`config.mk`:
```
export PLATFORM = sky130hd
export DESIGN_NAME = uft_top
export DESIGN_NICKNAME = d
export VERILOG_FILES = /design/src/rtl/uft_pkg.sv /design/src/rtl/uft_bit_clk.sv /design/src/rtl/uft_top.sv
export SDC_FILE = /design/constraint.sdc
export NUM_CORES = 1
export LEC_CHECK = 0
export ABC_AREA = 1
export ABC_CLOCK_PERIOD_IN_PS = 3900
export BUFFER_PORTS_ARGS = -buffer_cell sky130_fd_sc_hd__clkbuf_2
export CAP_MARGIN = 40
export CORE_AREA = 2 2 112 114
export CTS_CLUSTER_SIZE = 8
export DETAILED_ROUTE_END_ITERATION = 6
export DIE_AREA = 0 0 114 116
export GPL_ROUTABILITY_DRIVEN = 0
export GPL_TIMING_DRIVEN = 0
export PLACE_DENSITY = 0.84
export SKIP_LAST_GASP = 1
export SLEW_MARGIN = 10
export SYNTH_ARGS = -nofsm -noshare
export SYNTH_HDL_FRONTEND = slang
export SYNTH_SLANG_ARGS = --single-unit
```
`constraint.sdc`:
```
create_clock -name clk_sys -period 3.9 [get_ports clk_sys]
set_clock_uncertainty 0.05 [all_clocks]
set_input_delay 0.39 -clock clk_sys [delete_from_list [all_inputs] [get_ports clk_sys]]
set_output_delay 0.39 -clock clk_sys [all_outputs]
set_load 0.01 [all_outputs]
```
`src/rtl/uft_pkg.sv`:
```
// uft_pkg: register map, field layout, types and helpers of the frame transmitter
`default_nettype none
package uft_pkg;
  // ==========================================================================
  // register map, byte addresses on the bus
  localparam logic [4:0] ADR_DATA = 5'h00;
  localparam logic [4:0] ADR_CSA  = 5'h04;
  localparam logic [4:0] ADR_CSB  = 5'h08;
  localparam logic [4:0] ADR_CSC  = 5'h0c;  // shared with baud_div_high
  localparam logic [4:0] ADR_BDL  = 5'h10;

  // ==========================================================================
  // field positions
  localparam int CSA_RXC   = 7;
  localparam int CSA_TXC   = 6;
  localparam int CSA_TX_BUFFER_EMPTY_FLAG  = 5;
  localparam int CSA_FE    = 4;
  localparam int CSA_U2X   = 1;
  localparam int CSB_RXEN  = 4;
  localparam int CSB_TX_ENABLE_BIT  = 3;
  localparam int CSB_CSZ2  = 2;
  localparam int CSB_RXB8  = 1;
  localparam int CSB_TX_NINTH_BIT  = 0;
  localparam int CSC_SEL   = 7;
  localparam int CSC_SYNC  = 6;
  localparam int CSC_PARHI = 5;
  localparam int CSC_PARLO = 4;
  localparam int CSC_STOP  = 3;
  localparam int CSC_CSZHI = 2;
  localparam int CSC_CSZLO = 1;
  localparam int CSC_CPOL  = 0;

  // ==========================================================================
  // encodings and divider counts (count = divide ratio minus one)
  localparam logic [2:0] CSZ_NINE = 3'h7;
  localparam logic [3:0] OVS_NORM = 4'hf;
  localparam logic [3:0] OVS_DBL  = 4'h7;
  localparam logic [3:0] OVS_SYNC = 4'h1;

  // ==========================================================================
  // types
  typedef struct packed {
    logic [2:0] charSize;
    logic [1:0] parMode;
    logic       twoStop;
    logic       syncMode;
    logic       clkPol;
    logic       dblSpeed;
  } uft_fmt_t;

  typedef enum logic [2:0] {
    TX_IDLE = 3'b000, TX_START = 3'b001, TX_DATA = 3'b011,
    TX_PAR = 3'b010, TX_STOP1 = 3'b110, TX_STOP2 = 3'b111
  } uft_tx_t;

  typedef enum logic [2:0] {
    RX_IDLE = 3'b000, RX_START = 3'b001, RX_DATA = 3'b011,
    RX_PAR = 3'b010, RX_STOP = 3'b110
  } uft_rx_t;

  // ==========================================================================
  // reset values: 8 data bits, no parity, one stop, asynchronous
  localparam uft_fmt_t   FMT_RST  = 9'b011_00_0_0_0_0;
  localparam logic [11:0] BAUD_RST = 12'h000;

  // ==========================================================================
  // helpers
  function automatic logic [3:0] dataBits(input logic [2:0] code);
    unique case (code)
      3'h0: dataBits = 4'h5;
      3'h1: dataBits = 4'h6;
      3'h2: dataBits = 4'h7;
      3'h7: dataBits = 4'h9;
      default: dataBits = 4'h8;  // reserved codes behave as eight bits
    endcase
  endfunction

  function automatic logic [8:0] dataMask(input logic [2:0] code);
    dataMask = 9'h1ff >> (4'h9 - dataBits(code));
  endfunction

  function automatic logic parityBit(input logic [8:0] d, input logic [2:0] code,
                                     input logic odd);
    parityBit = (^(d & dataMask(code))) ^ odd;
  endfunction
endpackage
`default_nettype wire

```
`src/rtl/uft_bit_clk.sv`:
```
// uft_bit_clk: baud down-counter, bit-rate divider and sync clock edge logic
`timescale 1ns/10ps
`default_nettype none
module uft_bit_clk
  import uft_pkg::*;
(
  // clock and reset
  input  wire logic             clk_sys,
  input  wire logic             rst,
  // settings
  input  wire uft_pkg::uft_fmt_t fmt,
  input  wire logic [11:0]      baudDiv,
  input  wire logic             baudReload,
  input  wire logic             xckMaster,
  // sync clock pin input
  input  wire logic             xckIn,
  // enables and sync clock level
  output logic                  txTick,
  output logic                  rxTick,
  output logic [3:0]            rxOvs,
  output logic                  xckLvl
);
  logic [11:0] baudCnt_r;
  logic [3:0]  divCnt_r;
  logic [3:0]  ovs;
  logic        baudTick;
  logic        xckS1_r, xckS2_r, xckS3_r;
  logic        chgEdge, smpEdge;

  // ==========================================================================
  // baud generator: reloads on zero or on a low-byte write
  assign baudTick = (baudCnt_r == 12'h000);
  always_ff @(posedge clk_sys) begin
    if (rst || baudReload || baudTick) begin
      baudCnt_r <= rst ? BAUD_RST : baudDiv;
    end else begin
      baudCnt_r <= baudCnt_r - 12'h001;
    end
  end

  // divide by 16, 8 or 2 depending on mode
  assign ovs = fmt.syncMode ? OVS_SYNC : (fmt.dblSpeed ? OVS_DBL : OVS_NORM);
  always_ff @(posedge clk_sys) begin
    if (rst) begin
      divCnt_r <= 4'h0;
      xckLvl   <= 1'b0;
    end else if (baudTick) begin
      divCnt_r <= (divCnt_r == 4'h0) ? ovs : divCnt_r - 4'h1;
      xckLvl   <= (divCnt_r == 4'h0) ^ fmt.clkPol;
    end
  end

  // ==========================================================================
  // external sync clock: three stages, then the edge detector compares stages two and three
  always_ff @(posedge clk_sys) begin
    if (rst) begin
      xckS1_r <= 1'b0;
      xckS2_r <= 1'b0;
      xckS3_r <= 1'b0;
    end else begin
      xckS1_r <= xckIn;
      xckS2_r <= xckS1_r;
      xckS3_r <= xckS2_r;
    end
  end
  // polarity picks which edge changes data; the other one samples
  assign chgEdge = fmt.clkPol ? (xckS3_r & ~xckS2_r) : (xckS2_r & ~xckS3_r);
  assign smpEdge = fmt.clkPol ? (xckS2_r & ~xckS3_r) : (xckS3_r & ~xckS2_r);

  // bit enables: internal divider or the sync clock pin
  always_comb begin
    txTick = baudTick & (divCnt_r == 4'h0);
    rxTick = baudTick;
    rxOvs  = ovs;
    if (fmt.syncMode) begin
      rxOvs = 4'h0;
      if (!xckMaster) begin
        txTick = chgEdge;
        rxTick = smpEdge;
      end else begin
        rxTick = baudTick & (divCnt_r != 4'h0);
      end
    end
  end
endmodule
`default_nettype wire

```
`src/rtl/uft_top.sv`:
```
// uft_top: serial frame transmitter and receiver with a Wishbone register file
//
// The register addresses and register access over Wishbone were left to the implementer.
`timescale 1ns/10ps
`default_nettype none
module uft_top
  import uft_pkg::*;
(
  // clock and reset
  input  wire logic        clk_sys,
  input  wire logic        rst,
  // wishbone slave
  input  wire logic        wb_cyc_i,
  input  wire logic        wb_stb_i,
  input  wire logic        wb_we_i,
  input  wire logic [4:0]  wb_adr_i,
  input  wire logic [3:0]  wb_sel_i,
  input  wire logic [31:0] wb_dat_i,
  output logic [31:0]      wb_dat_o,
  output logic             wb_ack_o,
  // cpu side
  input  wire logic        txcIntAck,
  // serial pins
  input  wire logic        rxdIn,
  output logic             txdOut,
  output logic             txdOeN,
  input  wire logic        xckIn,
  output logic             xckOut,
  output logic             xckOeN,
  // general-purpose port values when the pins are not taken
  input  wire logic        gpioTxOut,
  input  wire logic        gpioTxOeN,
  input  wire logic        gpioXckOut,
  input  wire logic        gpioXckOeN,
  input  wire logic        xckDirOut
);
  uft_fmt_t    fmt_r;
  logic [11:0] baudDiv_r;
  logic        tx_enable_bit_r, rxEn_r, txNinth_r;
  logic [8:0]  bufData_r;
  logic        bufFull_r, txc_r;
  uft_tx_t     txState_r;
  logic [8:0]  shift_r;
  logic [3:0]  bitCnt_r;
  logic        txPar_r, line_r;
  uft_rx_t     rxState_r;
  logic [3:0]  rxCnt_r, rxBits_r;
  logic [8:0]  rxShift_r, rxBuf_r;
  logic        rxc_r, fe_r, rxS1_r, rxS2_r;
  logic        wbAck_r;
  logic [7:0]  wbDat_r, rdMux;
  logic        wbReq, acc, wr, rd;
  logic        wrData, wrCsa, wrCsb, wrCsc, wrBdl;
  logic        txTick, rxTick, xckLvl;
  logic [3:0]  rxOvs;
  logic        txActive, lastStop, loadNow, endFrame, ownTx, ownXck;
  logic        rxSample;

  // ==========================================================================
  // bus slave: ack one cycle after the request, effects on the ack edge
  assign wbReq = wb_cyc_i & wb_stb_i;
  assign acc = wbReq & wbAck_r;
  assign wr = acc & wb_we_i & wb_sel_i[0];
  assign rd = acc & ~wb_we_i;
  assign wrData = wr & (wb_adr_i == ADR_DATA);
  assign wrCsa = wr & (wb_adr_i == ADR_CSA);
  assign wrCsb = wr & (wb_adr_i == ADR_CSB);
  assign wrCsc = wr & (wb_adr_i == ADR_CSC);
  assign wrBdl = wr & (wb_adr_i == ADR_BDL);
  assign wb_ack_o = wbAck_r;
  assign wb_dat_o = {24'h000000, wbDat_r};

  always_ff @(posedge clk_sys) begin
    if (rst) begin
      wbAck_r <= 1'b0;
    end else begin
      wbAck_r <= wbReq & ~wbAck_r;
    end
  end

  // read mux; unmapped addresses read zero
  always_comb begin
    rdMux = 8'h00;
    unique case (wb_adr_i)
      ADR_DATA: rdMux = rxBuf_r[7:0];
      ADR_CSA: begin
        rdMux[CSA_RXC]  = rxc_r;
        rdMux[CSA_TXC]  = txc_r;
        rdMux[CSA_TX_BUFFER_EMPTY_FLAG] = ~bufFull_r;
        rdMux[CSA_FE]   = fe_r;
        rdMux[CSA_U2X]  = fmt_r.dblSpeed;
      end
      ADR_CSB: begin
        rdMux[CSB_RXEN] = rxEn_r;
        rdMux[CSB_TX_ENABLE_BIT] = tx_enable_bit_r;
        rdMux[CSB_CSZ2] = fmt_r.charSize[2];
        rdMux[CSB_RXB8] = rxBuf_r[8];
        rdMux[CSB_TX_NINTH_BIT] = txNinth_r;
      end
      ADR_CSC: rdMux = {1'b1, fmt_r.syncMode, fmt_r.parMode, fmt_r.twoStop,
                        fmt_r.charSize[1:0], fmt_r.clkPol};
      ADR_BDL: rdMux = baudDiv_r[7:0];
      default: rdMux = 8'h00;
    endcase
  end

  always_ff @(posedge clk_sys) begin
    if (rst) begin
      wbDat_r <= 8'h00;
    end else if (wbReq && !wbAck_r) begin
      wbDat_r <= rdMux;
    end
  end

  // ==========================================================================
  // control registers; one format copy feeds both directions
  always_ff @(posedge clk_sys) begin
    if (rst) begin
      fmt_r     <= FMT_RST;
      baudDiv_r <= BAUD_RST;
      tx_enable_bit_r    <= 1'b0;
      rxEn_r    <= 1'b0;
      txNinth_r <= 1'b0;
    end else begin
      if (wrCsa) begin
        fmt_r.dblSpeed <= wb_dat_i[CSA_U2X];
      end
      if (wrCsb) begin
        rxEn_r <= wb_dat_i[CSB_RXEN];
        tx_enable_bit_r <= wb_dat_i[CSB_TX_ENABLE_BIT];
        fmt_r.charSize[2] <= wb_dat_i[CSB_CSZ2];
        txNinth_r <= wb_dat_i[CSB_TX_NINTH_BIT];
      end
      // shared address: bit 7 steers the write to control C
      if (wrCsc && wb_dat_i[CSC_SEL]) begin
        fmt_r.syncMode <= wb_dat_i[CSC_SYNC];
        fmt_r.parMode  <= wb_dat_i[CSC_PARHI:CSC_PARLO];
        fmt_r.twoStop  <= wb_dat_i[CSC_STOP];
        fmt_r.charSize[1:0] <= wb_dat_i[CSC_CSZHI:CSC_CSZLO];
        fmt_r.clkPol   <= wb_dat_i[CSC_CPOL];
      end else if (wrCsc) begin
        baudDiv_r[11:8] <= wb_dat_i[3:0];
      end
      if (wrBdl) begin
        baudDiv_r[7:0] <= wb_dat_i[7:0];
      end
    end
  end

  // ==========================================================================
  // bit clock enables
  uft_bit_clk u_bit_clk (
    .clk_sys    (clk_sys),
    .rst        (rst),
    .fmt        (fmt_r),
    .baudDiv    (baudDiv_r),
    .baudReload (wrBdl),
    .xckMaster  (xckDirOut),
    .xckIn      (xckIn),
    .txTick     (txTick),
    .rxTick     (rxTick),
    .rxOvs      (rxOvs),
    .xckLvl     (xckLvl)
  );

  // ==========================================================================
  // transmit buffer; a new write wins over the move into the shifter
  assign txActive = (txState_r != TX_IDLE);
  assign lastStop = (txState_r == TX_STOP2) || (txState_r == TX_STOP1 && !fmt_r.twoStop);
  assign endFrame = txTick & lastStop;
  assign loadNow = txTick & bufFull_r & (tx_enable_bit_r | txActive) &
                   ((txState_r == TX_IDLE) | lastStop);

  always_ff @(posedge clk_sys) begin
    if (rst) begin
      bufData_r <= 9'h000;
      bufFull_r <= 1'b0;
    end else if (wrData) begin
      bufData_r <= {txNinth_r, wb_dat_i[7:0]};
      bufFull_r <= 1'b1;
    end else if (loadNow) begin
      bufFull_r <= 1'b0;
    end
  end

  // completion flag: a finishing frame beats a clear in the same cycle
  always_ff @(posedge clk_sys) begin
    if (rst) begin
      txc_r <= 1'b0;
    end else if (endFrame && !bufFull_r) begin
      txc_r <= 1'b1;
    end else if (txcIntAck || (wrCsa && wb_dat_i[CSA_TXC])) begin
      txc_r <= 1'b0;
    end
  end

  // ==========================================================================
  // frame sequencer; line_r is the serial bit being sent
  always_ff @(posedge clk_sys) begin
    if (rst) begin
      txState_r <= TX_IDLE;
      shift_r   <= 9'h000;
      bitCnt_r  <= 4'h0;
      txPar_r   <= 1'b0;
      line_r    <= 1'b1;
    end else if (loadNow) begin
      txState_r <= TX_START;
      shift_r   <= bufData_r & dataMask(fmt_r.charSize);
      bitCnt_r  <= dataBits(fmt_r.charSize) - 4'h1;
      txPar_r   <= parityBit(bufData_r, fmt_r.charSize, fmt_r.parMode[0]);
      line_r    <= 1'b0;
    end else if (txTick) begin
      unique case (txState_r)
        TX_IDLE: line_r <= 1'b1;
        TX_START: begin
          line_r    <= shift_r[0];
          shift_r   <= shift_r >> 1;
          txState_r <= TX_DATA;
        end
        TX_DATA: begin
          if (bitCnt_r != 4'h0) begin
            line_r   <= shift_r[0];
            shift_r  <= shift_r >> 1;
            bitCnt_r <= bitCnt_r - 4'h1;
          end else if (fmt_r.parMode[1]) begin
            line_r    <= txPar_r;
            txState_r <= TX_PAR;
          end else begin
            line_r    <= 1'b1;
            txState_r <= TX_STOP1;
          end
        end
        TX_PAR: begin
          line_r    <= 1'b1;
          txState_r <= TX_STOP1;
        end
        TX_STOP1: begin
          line_r    <= 1'b1;
          txState_r <= fmt_r.twoStop ? TX_STOP2 : TX_IDLE;
        end
        TX_STOP2: begin
          line_r    <= 1'b1;
          txState_r <= TX_IDLE;
        end
      endcase
    end
  end

  // ==========================================================================
  // pin ownership: disabling keeps the transmit pin until shifter and buffer are drained; the clock pin is released once both enables are clear
  assign ownTx = tx_enable_bit_r | txActive | bufFull_r;
  assign ownXck = fmt_r.syncMode & (tx_enable_bit_r | rxEn_r) & xckDirOut;
  always_ff @(posedge clk_sys) begin
    if (rst) begin
      txdOut <= 1'b1;
      txdOeN <= 1'b1;
      xckOut <= 1'b0;
      xckOeN <= 1'b1;
    end else begin
      txdOut <= ownTx ? line_r : gpioTxOut;
      txdOeN <= ownTx ? 1'b0 : gpioTxOeN;
      xckOut <= ownXck ? xckLvl : gpioXckOut;
      xckOeN <= (fmt_r.syncMode & (tx_enable_bit_r | rxEn_r)) ? ~xckDirOut : gpioXckOeN;
    end
  end

  // ==========================================================================
  // receiver: line synchronised, sampled mid-bit on the shared format
  always_ff @(posedge clk_sys) begin
    if (rst) begin
      rxS1_r <= 1'b1;
      rxS2_r <= 1'b1;
    end else begin
      rxS1_r <= rxdIn;
      rxS2_r <= rxS1_r;
    end
  end

  assign rxSample = rxTick & rxEn_r & (rxState_r != RX_IDLE) & (rxCnt_r == 4'h0);

  always_ff @(posedge clk_sys) begin
    if (rst) begin
      rxState_r <= RX_IDLE;
      rxCnt_r   <= 4'h0;
      rxBits_r  <= 4'h0;
      rxShift_r <= 9'h000;
    end else if (!rxEn_r) begin
      rxState_r <= RX_IDLE;
    end else if (rxTick && rxState_r == RX_IDLE) begin
      if (!rxS2_r) begin
        // sync mode has no oversampling: the start edge is the start bit
        rxState_r <= (rxOvs == 4'h0) ? RX_DATA : RX_START;
        rxCnt_r   <= rxOvs >> 1;
        rxBits_r  <= dataBits(fmt_r.charSize) - 4'h1;
      end
    end else if (rxTick && !rxSample) begin
      rxCnt_r <= rxCnt_r - 4'h1;
    end else if (rxSample) begin
      rxCnt_r <= rxOvs;
      unique case (rxState_r)
        RX_START: rxState_r <= rxS2_r ? RX_IDLE : RX_DATA;
        RX_DATA: begin
          rxShift_r <= {rxS2_r, rxShift_r[8:1]};
          rxBits_r  <= rxBits_r - 4'h1;
          if (rxBits_r == 4'h0) begin
            rxState_r <= fmt_r.parMode[1] ? RX_PAR : RX_STOP;
          end
        end
        RX_PAR: rxState_r <= RX_STOP;
        RX_STOP: rxState_r <= RX_IDLE;
        default: rxState_r <= RX_IDLE;
      endcase
    end
  end

  // receive buffer and flags; a new character beats a read clear
  always_ff @(posedge clk_sys) begin
    if (rst) begin
      rxBuf_r <= 9'h000;
      rxc_r   <= 1'b0;
      fe_r    <= 1'b0;
    end else if (rxSample && rxState_r == RX_STOP) begin
      rxBuf_r <= rxShift_r >> (4'h9 - dataBits(fmt_r.charSize));
      rxc_r   <= 1'b1;
      fe_r    <= ~rxS2_r;
    end else if (rd && wb_adr_i == ADR_DATA) begin
      rxc_r <= 1'b0;
    end
  end
endmodule
`default_nettype wire

```
==> metrics.txt, run 1 <==
run status finished, final reports clean; P&R area growth vs syn 16.6%; Switching Fraction a little under a third; Post-DRT Antenna Nets 0; Tmin final 2.72 ns; number of maximum-capacitance constraint violations 0; destination of the critical timing path txPar_r; most used standard cell by instance count after synthesis nand2_1; number of endpoints with negative hold slack in the final report 0; final core utilization 62.9%; total gr overflow 0; post-synthesis instance area 0.00642 mm²; antenna violations before repair 0; port buffer count 39; Vias/cell approximately 5.5; via count of the first global-routing pass 5901; DRC violation total after the first TritonRoute iteration 679; critical path required time 4.17 ns; final-layout fill cell count roughly 1100; clock buffers created by TritonCTS 17; number of antenna repair diodes 0; post-route setup TNS 0 ns; power per cell area 502 mW/mm²; Worst IR Drop VDD 0.000303 V; fraction of layout instances using a drive strength above 1 15.7%; type of the worst setup path flip-flop to flip-flop; Site Rows 40; top post-synthesis cells by area dfxtp_1 (37%), nand2_1 (10%), o21ai_0 (7.5%); slack of the worst reg-to-reg path between 1 and 1.5 ns; RSZ-0062 raised after global routing no; highest attainable clock frequency 368 MHz; power share of the clock group 42.3%; critical path startpoint category flip-flop; count of H-tree levels built during CTS 4; sequential power share 36.3%; clock latency reported for the late side of the worst-skew pair 0.43 ns; clock tree from TritonCTS built; count of unresolved DRC violations after routing 0; top post-synthesis cells by count nand2_1 (174), dfxtp_1 (119), inv_1 (102), o21ai_0 (96), nor2_1 (88); final wirelength 17300 µm; CTS root buf clkbuf_16; average detailed-routed wire length per instance around 15 µm; cell count after synthesis 910; worst-margin pin slew 0.696 ns; Async S/R FF share, synth 0%; remaining max-slew budget at the tightest pin 53.6%; Post-CTS Hold Buffers 0; CP Launch Point fmt_r[6]; via count of the routed design 6366; post-detail-place hpwl between 10000 and 15000 µm; initial core utilization 53.9%; end of the worst register-to-register path txPar_r; leakage power figure 0.00325 µW; Power, Total 3760 µW; Die Height 116 µm; post-CTS setup buffers 0; Total Nets Final about 1100; I/O pins 91; EDFF count, synth 0; flops & latches, synth 119; Switch Pwr 1200 µW; final count of pins violating max slew 0; largest area contributor in the synthesized netlist dfxtp_1; placeable core region between 0.01 and 0.015 mm²; post-synth top area share 37.1%; synth unique cells 51; worst hold path type input pin to flip-flop; part of the total power dissipated in combinational logic between 20% and 30%; Global Route Usage Sum a little over a quarter; Synth Flop Type dfxtp_1; internal power contribution 2560 µW; source of the worst register-to-register timing path fmt_r[6]; final setup violation count 0; Critical Path AT 2.99 ns; post-CTS resize count 0; pin count of the biggest net entering global routing 17; CP Capture Type flip-flop; global-route wire length before repair 28000 µm; worst reg-to-reg path cell count 19; overall die width about 110 µm; number of clock sinks roughly 120; biggest fanout along the worst timing path 13; syn_area_per_cell 7.06 µm²; clk buf depth 2; die outline area 0.0132 mm²; number of search-and-repair iterations in the first detailed-routing pass 6; post-synthesis sequential area ratio roughly 37%; warnings from Yosys 0; clock input transition at the sequential cells of the worst setup and hold paths 0.06 ns; final critical-path share of the clock period 69.6%
-- power by group through the flow --
| stage | sequential [µW] | combinational, µW | clock (µW) |
|---|---|---|---|
| 2_1_floorplan | 1380 | 634 | 0 |
| 3_3_place_gp | 1390 | 779 | 0 |
| 3_5_place_dp | 1390 | 792 | 0 |
| 4_1_cts | 1360 | 799 | 1600 |
| 5_1_grt | 1380 | 908 | 1670 |
| 6_report | 1370 | 803 | 1590 |
-- worst min-delay path by stage --
stage / startpoint / endpoint / slack (ns) / cells past startpoint
2_1_floorplan: u_bit_clk.xckS1_r / u_bit_clk.xckS2_r / 0.34 / 2
4_1_cts: rxdIn / rxS1_r / 0.1 / 2
3_5_place_dp: u_bit_clk.xckS1_r / u_bit_clk.xckS2_r / 0.35 / 2
6_report: rxdIn / rxS1_r / 0.09 / 2
5_1_grt: rxdIn / rxS1_r / 0.11 / 2
3_3_place_gp: rxS1_r / rxS2_r / 0.34 / 1
-- placed cells by master (no fill, tap or decap), types with 13 or more instances in the layout --
cell type | synthesis | routed
a21oi_1 | 71 | 71
buf_4 | 30 | 30
clkbuf_1 | 13 | 13
clkbuf_16 | 0 | 17
clkbuf_2 | 0 | 39
conb_1 | 1 | 24
dfxtp_1 | 119 | 119
ha_1 | 13 | 13
inv_1 | 102 | 102
nand2_1 | 174 | 174
nand3_1 | 67 | 67
nor2_1 | 88 | 88
nor3_1 | 13 | 13
o21ai_0 | 96 | 96
xor2_1 | 13 | 13
-- critical path, stage by stage, from the launching register on --
cell	delay, ns
dfxtp_1	0.49
nand2_2	0.12
nand2_4	0.14
inv_2	0.06
o21ai_2	0.20
ha_1	0.38
inv_1	0.14
nand2_1	0.10
nor2_1	0.23
nand2_1	0.09
nand2_1	0.06
nand2_1	0.06
inv_1	0.05
nand2_1	0.06
nand2_1	0.06
nand2_1	0.06
nand3_1	0.06
nand2_1	0.05
nor2_1	0.09
nor2_1	0.04
-- per-layer routing --
metal	wire length [µm]	up-vias	track usage (%)
met5	0	-	0
met4	765	0	13.4
met3	1340	67	7.22
met2	8010	305	44.4
met1	7150	2882	32.8
li1	-	3112	-
-- registers in the layout, indices dropped and copies added (netlist names), 3 cells and up --
register	flops
baudDiv_r	12
bitCnt_r	4
bufData_r	9
fmt_r	9
rxBits_r	4
rxBuf_r	9
rxCnt_r	4
rxShift_r	9
rxState_r	3
shift_r	9
txState_r	3
u_bit_clk.baudCnt_r	12
u_bit_clk.divCnt_r	4
wbDat_r	8
-- layout make-up --
class	instances	area [µm²]	share of cell area, %
multi-input combinational	655	3380	45.2
sequential	119	2380	31.8
clock buffer	17	425	5.68
inverter	111	417	5.56
buffer	48	324	4.33
timing repair buffer	40	200	2.67
tap	147	184	2.46
clock inverter	15	173	2.31
-- metrics by stage --
stage                     hold WS [ns]  setup WS (ns)  instance area, µm²  instances
after global placement           0.343           1.33                6890       1119
after detailed placement         0.350           1.28                6890       1120
after floorplan                  0.338           1.66                6510        933
final                           0.0945           1.18                7490       1152
after CTS                       0.0962           1.24                7490       1152
after global routing             0.108          0.911                7490       1152
-- kinds of logic after synthesis --
group	synth area share, %
simple gates	28.1
other cells	0.0584
mux	0.312
flops	37.1
compound gates	17.5
fa+ha+maj	2.53
buf+inv	11.5
xor+xnor	2.83
Power figures use the tool's default switching activity.
==> inputs of run 2 (changes only) <==
Settings changed: ABC_AREA 1 to 0, ABC_CLOCK_PERIOD_IN_PS 3900 to 2800, CORE_AREA 2 2 112 114 to 2 2 113 115, DIE_AREA 0 0 114 116 to 0 0 115 117.
Clock period 3.9 ns to 2.8 ns, I/O delays scaled along.
==> run 2 against run 1 <==
  * The run now ends with setup timing left
  * Clock-buffer cell count rose by 1
  * Via count shrank 0.25%
  * Sequential power up 36%
  * Largest cell class unchanged
==> metrics.txt, run 2 <==
Site Rows 41 (was 40); via count of the routed design 6350 (was 6366); pin count of the biggest net entering global routing 17 (unchanged); clock input transition at the sequential cells of the worst setup and hold paths 0.06 ns (about the same); I/O pins 91 (unchanged); number of endpoints with negative hold slack in the final report 0 (unchanged); syn_area_per_cell 8.34 µm² (was 7.06 µm²); critical path required time 3.11 ns (was 4.17 ns); overall die width 115 µm (was 114 µm); count of placed standard cells including taps 998 (was 1120); clock latency reported for the late side of the worst-skew pair 0.43 ns (about the same); average detailed-routed wire length per instance 18.1 µm (was 15.0 µm); count of H-tree levels built during CTS 4 (unchanged); flops & latches, synth 119 (unchanged); Regs by FF count baudDiv_r: 12 flops, u_bit_clk.baudCnt_r: 12 flops (unchanged); cell count after synthesis 787 (was 910); biggest fanout along the worst timing path 5 (was 13); post-synthesis instance area 0.00657 mm² (was 0.00642 mm²); worst-margin pin slew 0.826 ns (was 0.696 ns); top post-synthesis cells by area dfxtp_1 (36%), mux2i_1 (9.6%), nor2_1 (5.6%) (was dfxtp_1 (37%), nand2_1 (10%), o21ai_0 (7.5%)); Switching Fraction 28.4% (was 32.0%); global-route wire length before repair 29400 µm (was 28000 µm); slack of the worst reg-to-reg path -0.14 ns (was 1.18 ns); remaining max-slew budget at the tightest pin 45.0% (was 53.6%); worst hold path type input pin to flip-flop (unchanged); met1 track demand over resource in global routing 33.2% (was 32.8%); Tmin final 2.94 ns (was 2.72 ns); final core utilization 63.5% (was 62.9%); warnings from Yosys 0 (unchanged); GRT Max-Usage Layer met2 (unchanged); clk buf depth 2 (unchanged); final-layout fill cell count 1005 (was 1054); number of maximum-capacitance constraint violations 0 (unchanged); CP Capture Type flip-flop (unchanged); final critical-path share of the clock period 105% (was 69.6%); initial core utilization 53.3% (was 53.9%); Post-DRT Antenna Nets 0 (unchanged); Synth Flop Type dfxtp_1 (unchanged); P&R area growth vs syn 19.1% (was 16.6%); list of cells traversed by the critical path buf_6 -> clkbuf_16 -> xor2_4 -> nand2b_4 -> inv_1 -> ha_2 -> nor3b_4 -> xnor3_1 -> or4_4 -> a21o_1 -> a2111o_1 -> a31oi_1 (was nand2_2 -> nand2_4 -> inv_2 -> o21ai_2 -> ha_1 -> inv_1 -> nand2_1 -> nor2_1 -> nand2_1 -> nand2_1 -> nand2_1 -> inv_1 -> nand2_1 -> nand2_1 -> nand2_1 -> nand3_1 -> nand2_1 -> nor2_1 -> nor2_1); placeable core region 0.0123 mm² (was 0.0119 mm²); type of the worst setup path flip-flop to flip-flop (unchanged); EDFF count, synth 0 (unchanged); final setup violation count 1 (was 0); commonest non-fill, non-tap cell in the layout dfxtp_1 (was nand2_1); Placement Cell Area 0.00706 mm² (was 0.00689 mm²); power per cell area 610 mW/mm² (was 502 mW/mm²); leakage power figure 0.00315 µW (was 0.00325 µW); final count of pins violating max slew 0 (unchanged); run status complete, but fails checks (was finished, final reports clean); Total Nets Final 948 (was 1059); Vias/cell 6.09 (was 5.53); Die Height 117 µm (was 116 µm); kind of cell adding the most delay to the critical path simple AND/OR/NAND/NOR gates (unchanged); antenna violations before repair 0 (unchanged); critical path startpoint category flip-flop (unchanged); part of the total power dissipated in combinational logic 16.9% (was 21.4%); peak per-stage delay on the critical path 0.50 ns (was 0.49 ns); clock tree from TritonCTS built (unchanged); grt met2 use 46.1% (was 44.4%); total gr overflow 0 (unchanged); final worst setup slack -0.139 ns (was 1.18 ns); die outline area 0.0135 mm² (was 0.0132 mm²); synth unique cells 75 (was 51); power share of the clock group 43.9% (was 42.3%); most used standard cell by instance count after synthesis dfxtp_1 (was nand2_1); final instance count without filler cells 1043 (was 1152); DRC violation total after the first TritonRoute iteration 691 (was 679); post-detail-place hpwl 12800 µm (was 12200 µm); post-synthesis sequential area ratio 36.3% (was 37.1%); Switch Pwr 1350 µW (was 1200 µW); Worst IR Drop VDD 0.000426 V (was 0.000303 V); number of antenna repair diodes 0 (unchanged); largest area contributor in the synthesized netlist dfxtp_1 (unchanged); Critical Path AT 3.25 ns (was 2.99 ns); sequential power share 39.2% (was 36.3%); highest-count cells in the layout ignoring fill and taps dfxtp_1 (117), nor2_1 (98), mux2i_1 (63), a21oi_1 (50), nand2_1 (47) (was nand2_1 (174), dfxtp_1 (119), inv_1 (102), o21ai_0 (96), nor2_1 (88)); number of search-and-repair iterations in the first detailed-routing pass 6 (unchanged); Global Route Usage Sum 28.1% (was 27.0%); port buffer count 38 (was 39); highest attainable clock frequency 340 MHz (was 368 MHz); clock buffers created by TritonCTS 17 (unchanged); internal power contribution 3420 µW (was 2560 µW); post-synth top area share 36.3% (was 37.1%); count of unresolved DRC violations after routing 0 (unchanged); number of clock sinks 119 (unchanged); post-route cell area 0.00782 mm² (was 0.00749 mm²); global routing usage on met3 7.52% (was 7.22%); Worst path slowest cell or4_4 (was dfxtp_1); via count of the first global-routing pass 5879 (was 5901); violated checks setup timing; fraction of layout instances using a drive strength above 1 16.6% (was 15.7%); CTS root buf clkbuf_16 (unchanged); Async S/R FF share, synth 0% (unchanged); RSZ-0062 raised after global routing yes (was no); final wirelength 18900 µm (was 17300 µm); buffering stage count on the worst path with inverters included 3 (unchanged); top post-synthesis cells by count dfxtp_1 (119), nor2_1 (98), mux2i_1 (63), a21oi_1 (50), nand2_1 (47) (was nand2_1 (174), dfxtp_1 (119), inv_1 (102), o21ai_0 (96), nor2_1 (88))
run 2: cell count changes after synthesis, moves of 12 or more:
| cell | before | now |
|---|---|---|
| nor3b_1 | 1 | 13 |
| nor2b_1 | 0 | 12 |
| a21oi_1 | 71 | 50 |
| inv_1 | 102 | 29 |
| or3_1 | 0 | 12 |
| a22oi_1 | 0 | 16 |
| nand2_1 | 174 | 47 |
| mux2i_1 | 2 | 63 |
| o21ai_0 | 96 | 36 |
| clkbuf_1 | 13 | 37 |
| nand3_1 | 67 | 25 |
run 2: path summary, 6_finish.rpt:
path                                from                end  cells past startpoint
worst max-delay path            fmt_r[6]            txPar_r                     12
worst min-delay path               xckIn  u_bit_clk.xckS1_r                      2
worst max register to register  fmt_r[6]            txPar_r                     12
worst min register to register    rxS1_r             rxS2_r                      1
run 2: layer usage:
metal / part of all wire, % / wire length [µm]
met2: 47 / 8840
met4: 4.1 / 777
met1: 40 / 7470
met3: 9.4 / 1770
met5: 0 / 0
run 2: through the flow:
stage / setup WS (ns) / TNS [ns] / power, µW / hold WS, ns
floorplan: -0.126 / -0.126 / 2480 / 0.334
global placement: -0.475 / -0.512 / 2650 / 0.341
detailed placement: -0.506 / -0.828 / 2670 / 0.352
CTS: -0.0883 / -0.0883 / 4750 / 0.0123
global route: -0.214 / -0.214 / 4930 / 0.0159
finish: -0.139 / -0.139 / 4770 / 0.0144
run 2: cell type report:
cell class | count | area, µm² | share of cell area [%]
Buffer | 74 | 419 | 5.36
Tap cell | 150 | 188 | 2.40
Timing Repair Buffer | 53 | 305 | 3.90
Inverter | 29 | 109 | 1.39
Clock inverter | 13 | 134 | 1.71
Multi-Input combinational cell | 587 | 3850 | 49.3
Sequential cell | 119 | 2380 | 30.5
Clock buffer | 18 | 429 | 5.49
run 2: logic make-up after synthesis:
group / after synthesis / share of synthesized area [%]
simple gates: 283 / 22.1
mux: 65 / 9.95
buf+inv: 104 / 7.83
fa+ha+maj: 13 / 2.48
flops: 119 / 36.3
compound gates: 183 / 18.6
xor+xnor: 19 / 2.74
other cells: 1 / 0.0571
run 2: timing repair:
item                       in CTS  in global routing
hold endpoints to repair        2                  0
setup endpoints to repair       7                 10
gates resized for setup        16                  3
gates cloned                    0                  0
hold buffers                    2                  0
pin swaps                       5                  4
buffers inserted               10                  2
run 2: power groups by stage:
stage                     logic, µW  registers, µW  clock network (µW)
after floorplan                 594           1890                   0
after global placement          757           1900                   0
after detailed placement        774           1900                   0
after CTS                       789           1870                2090
after global routing            875           1880                2170
final                           806           1870                2090
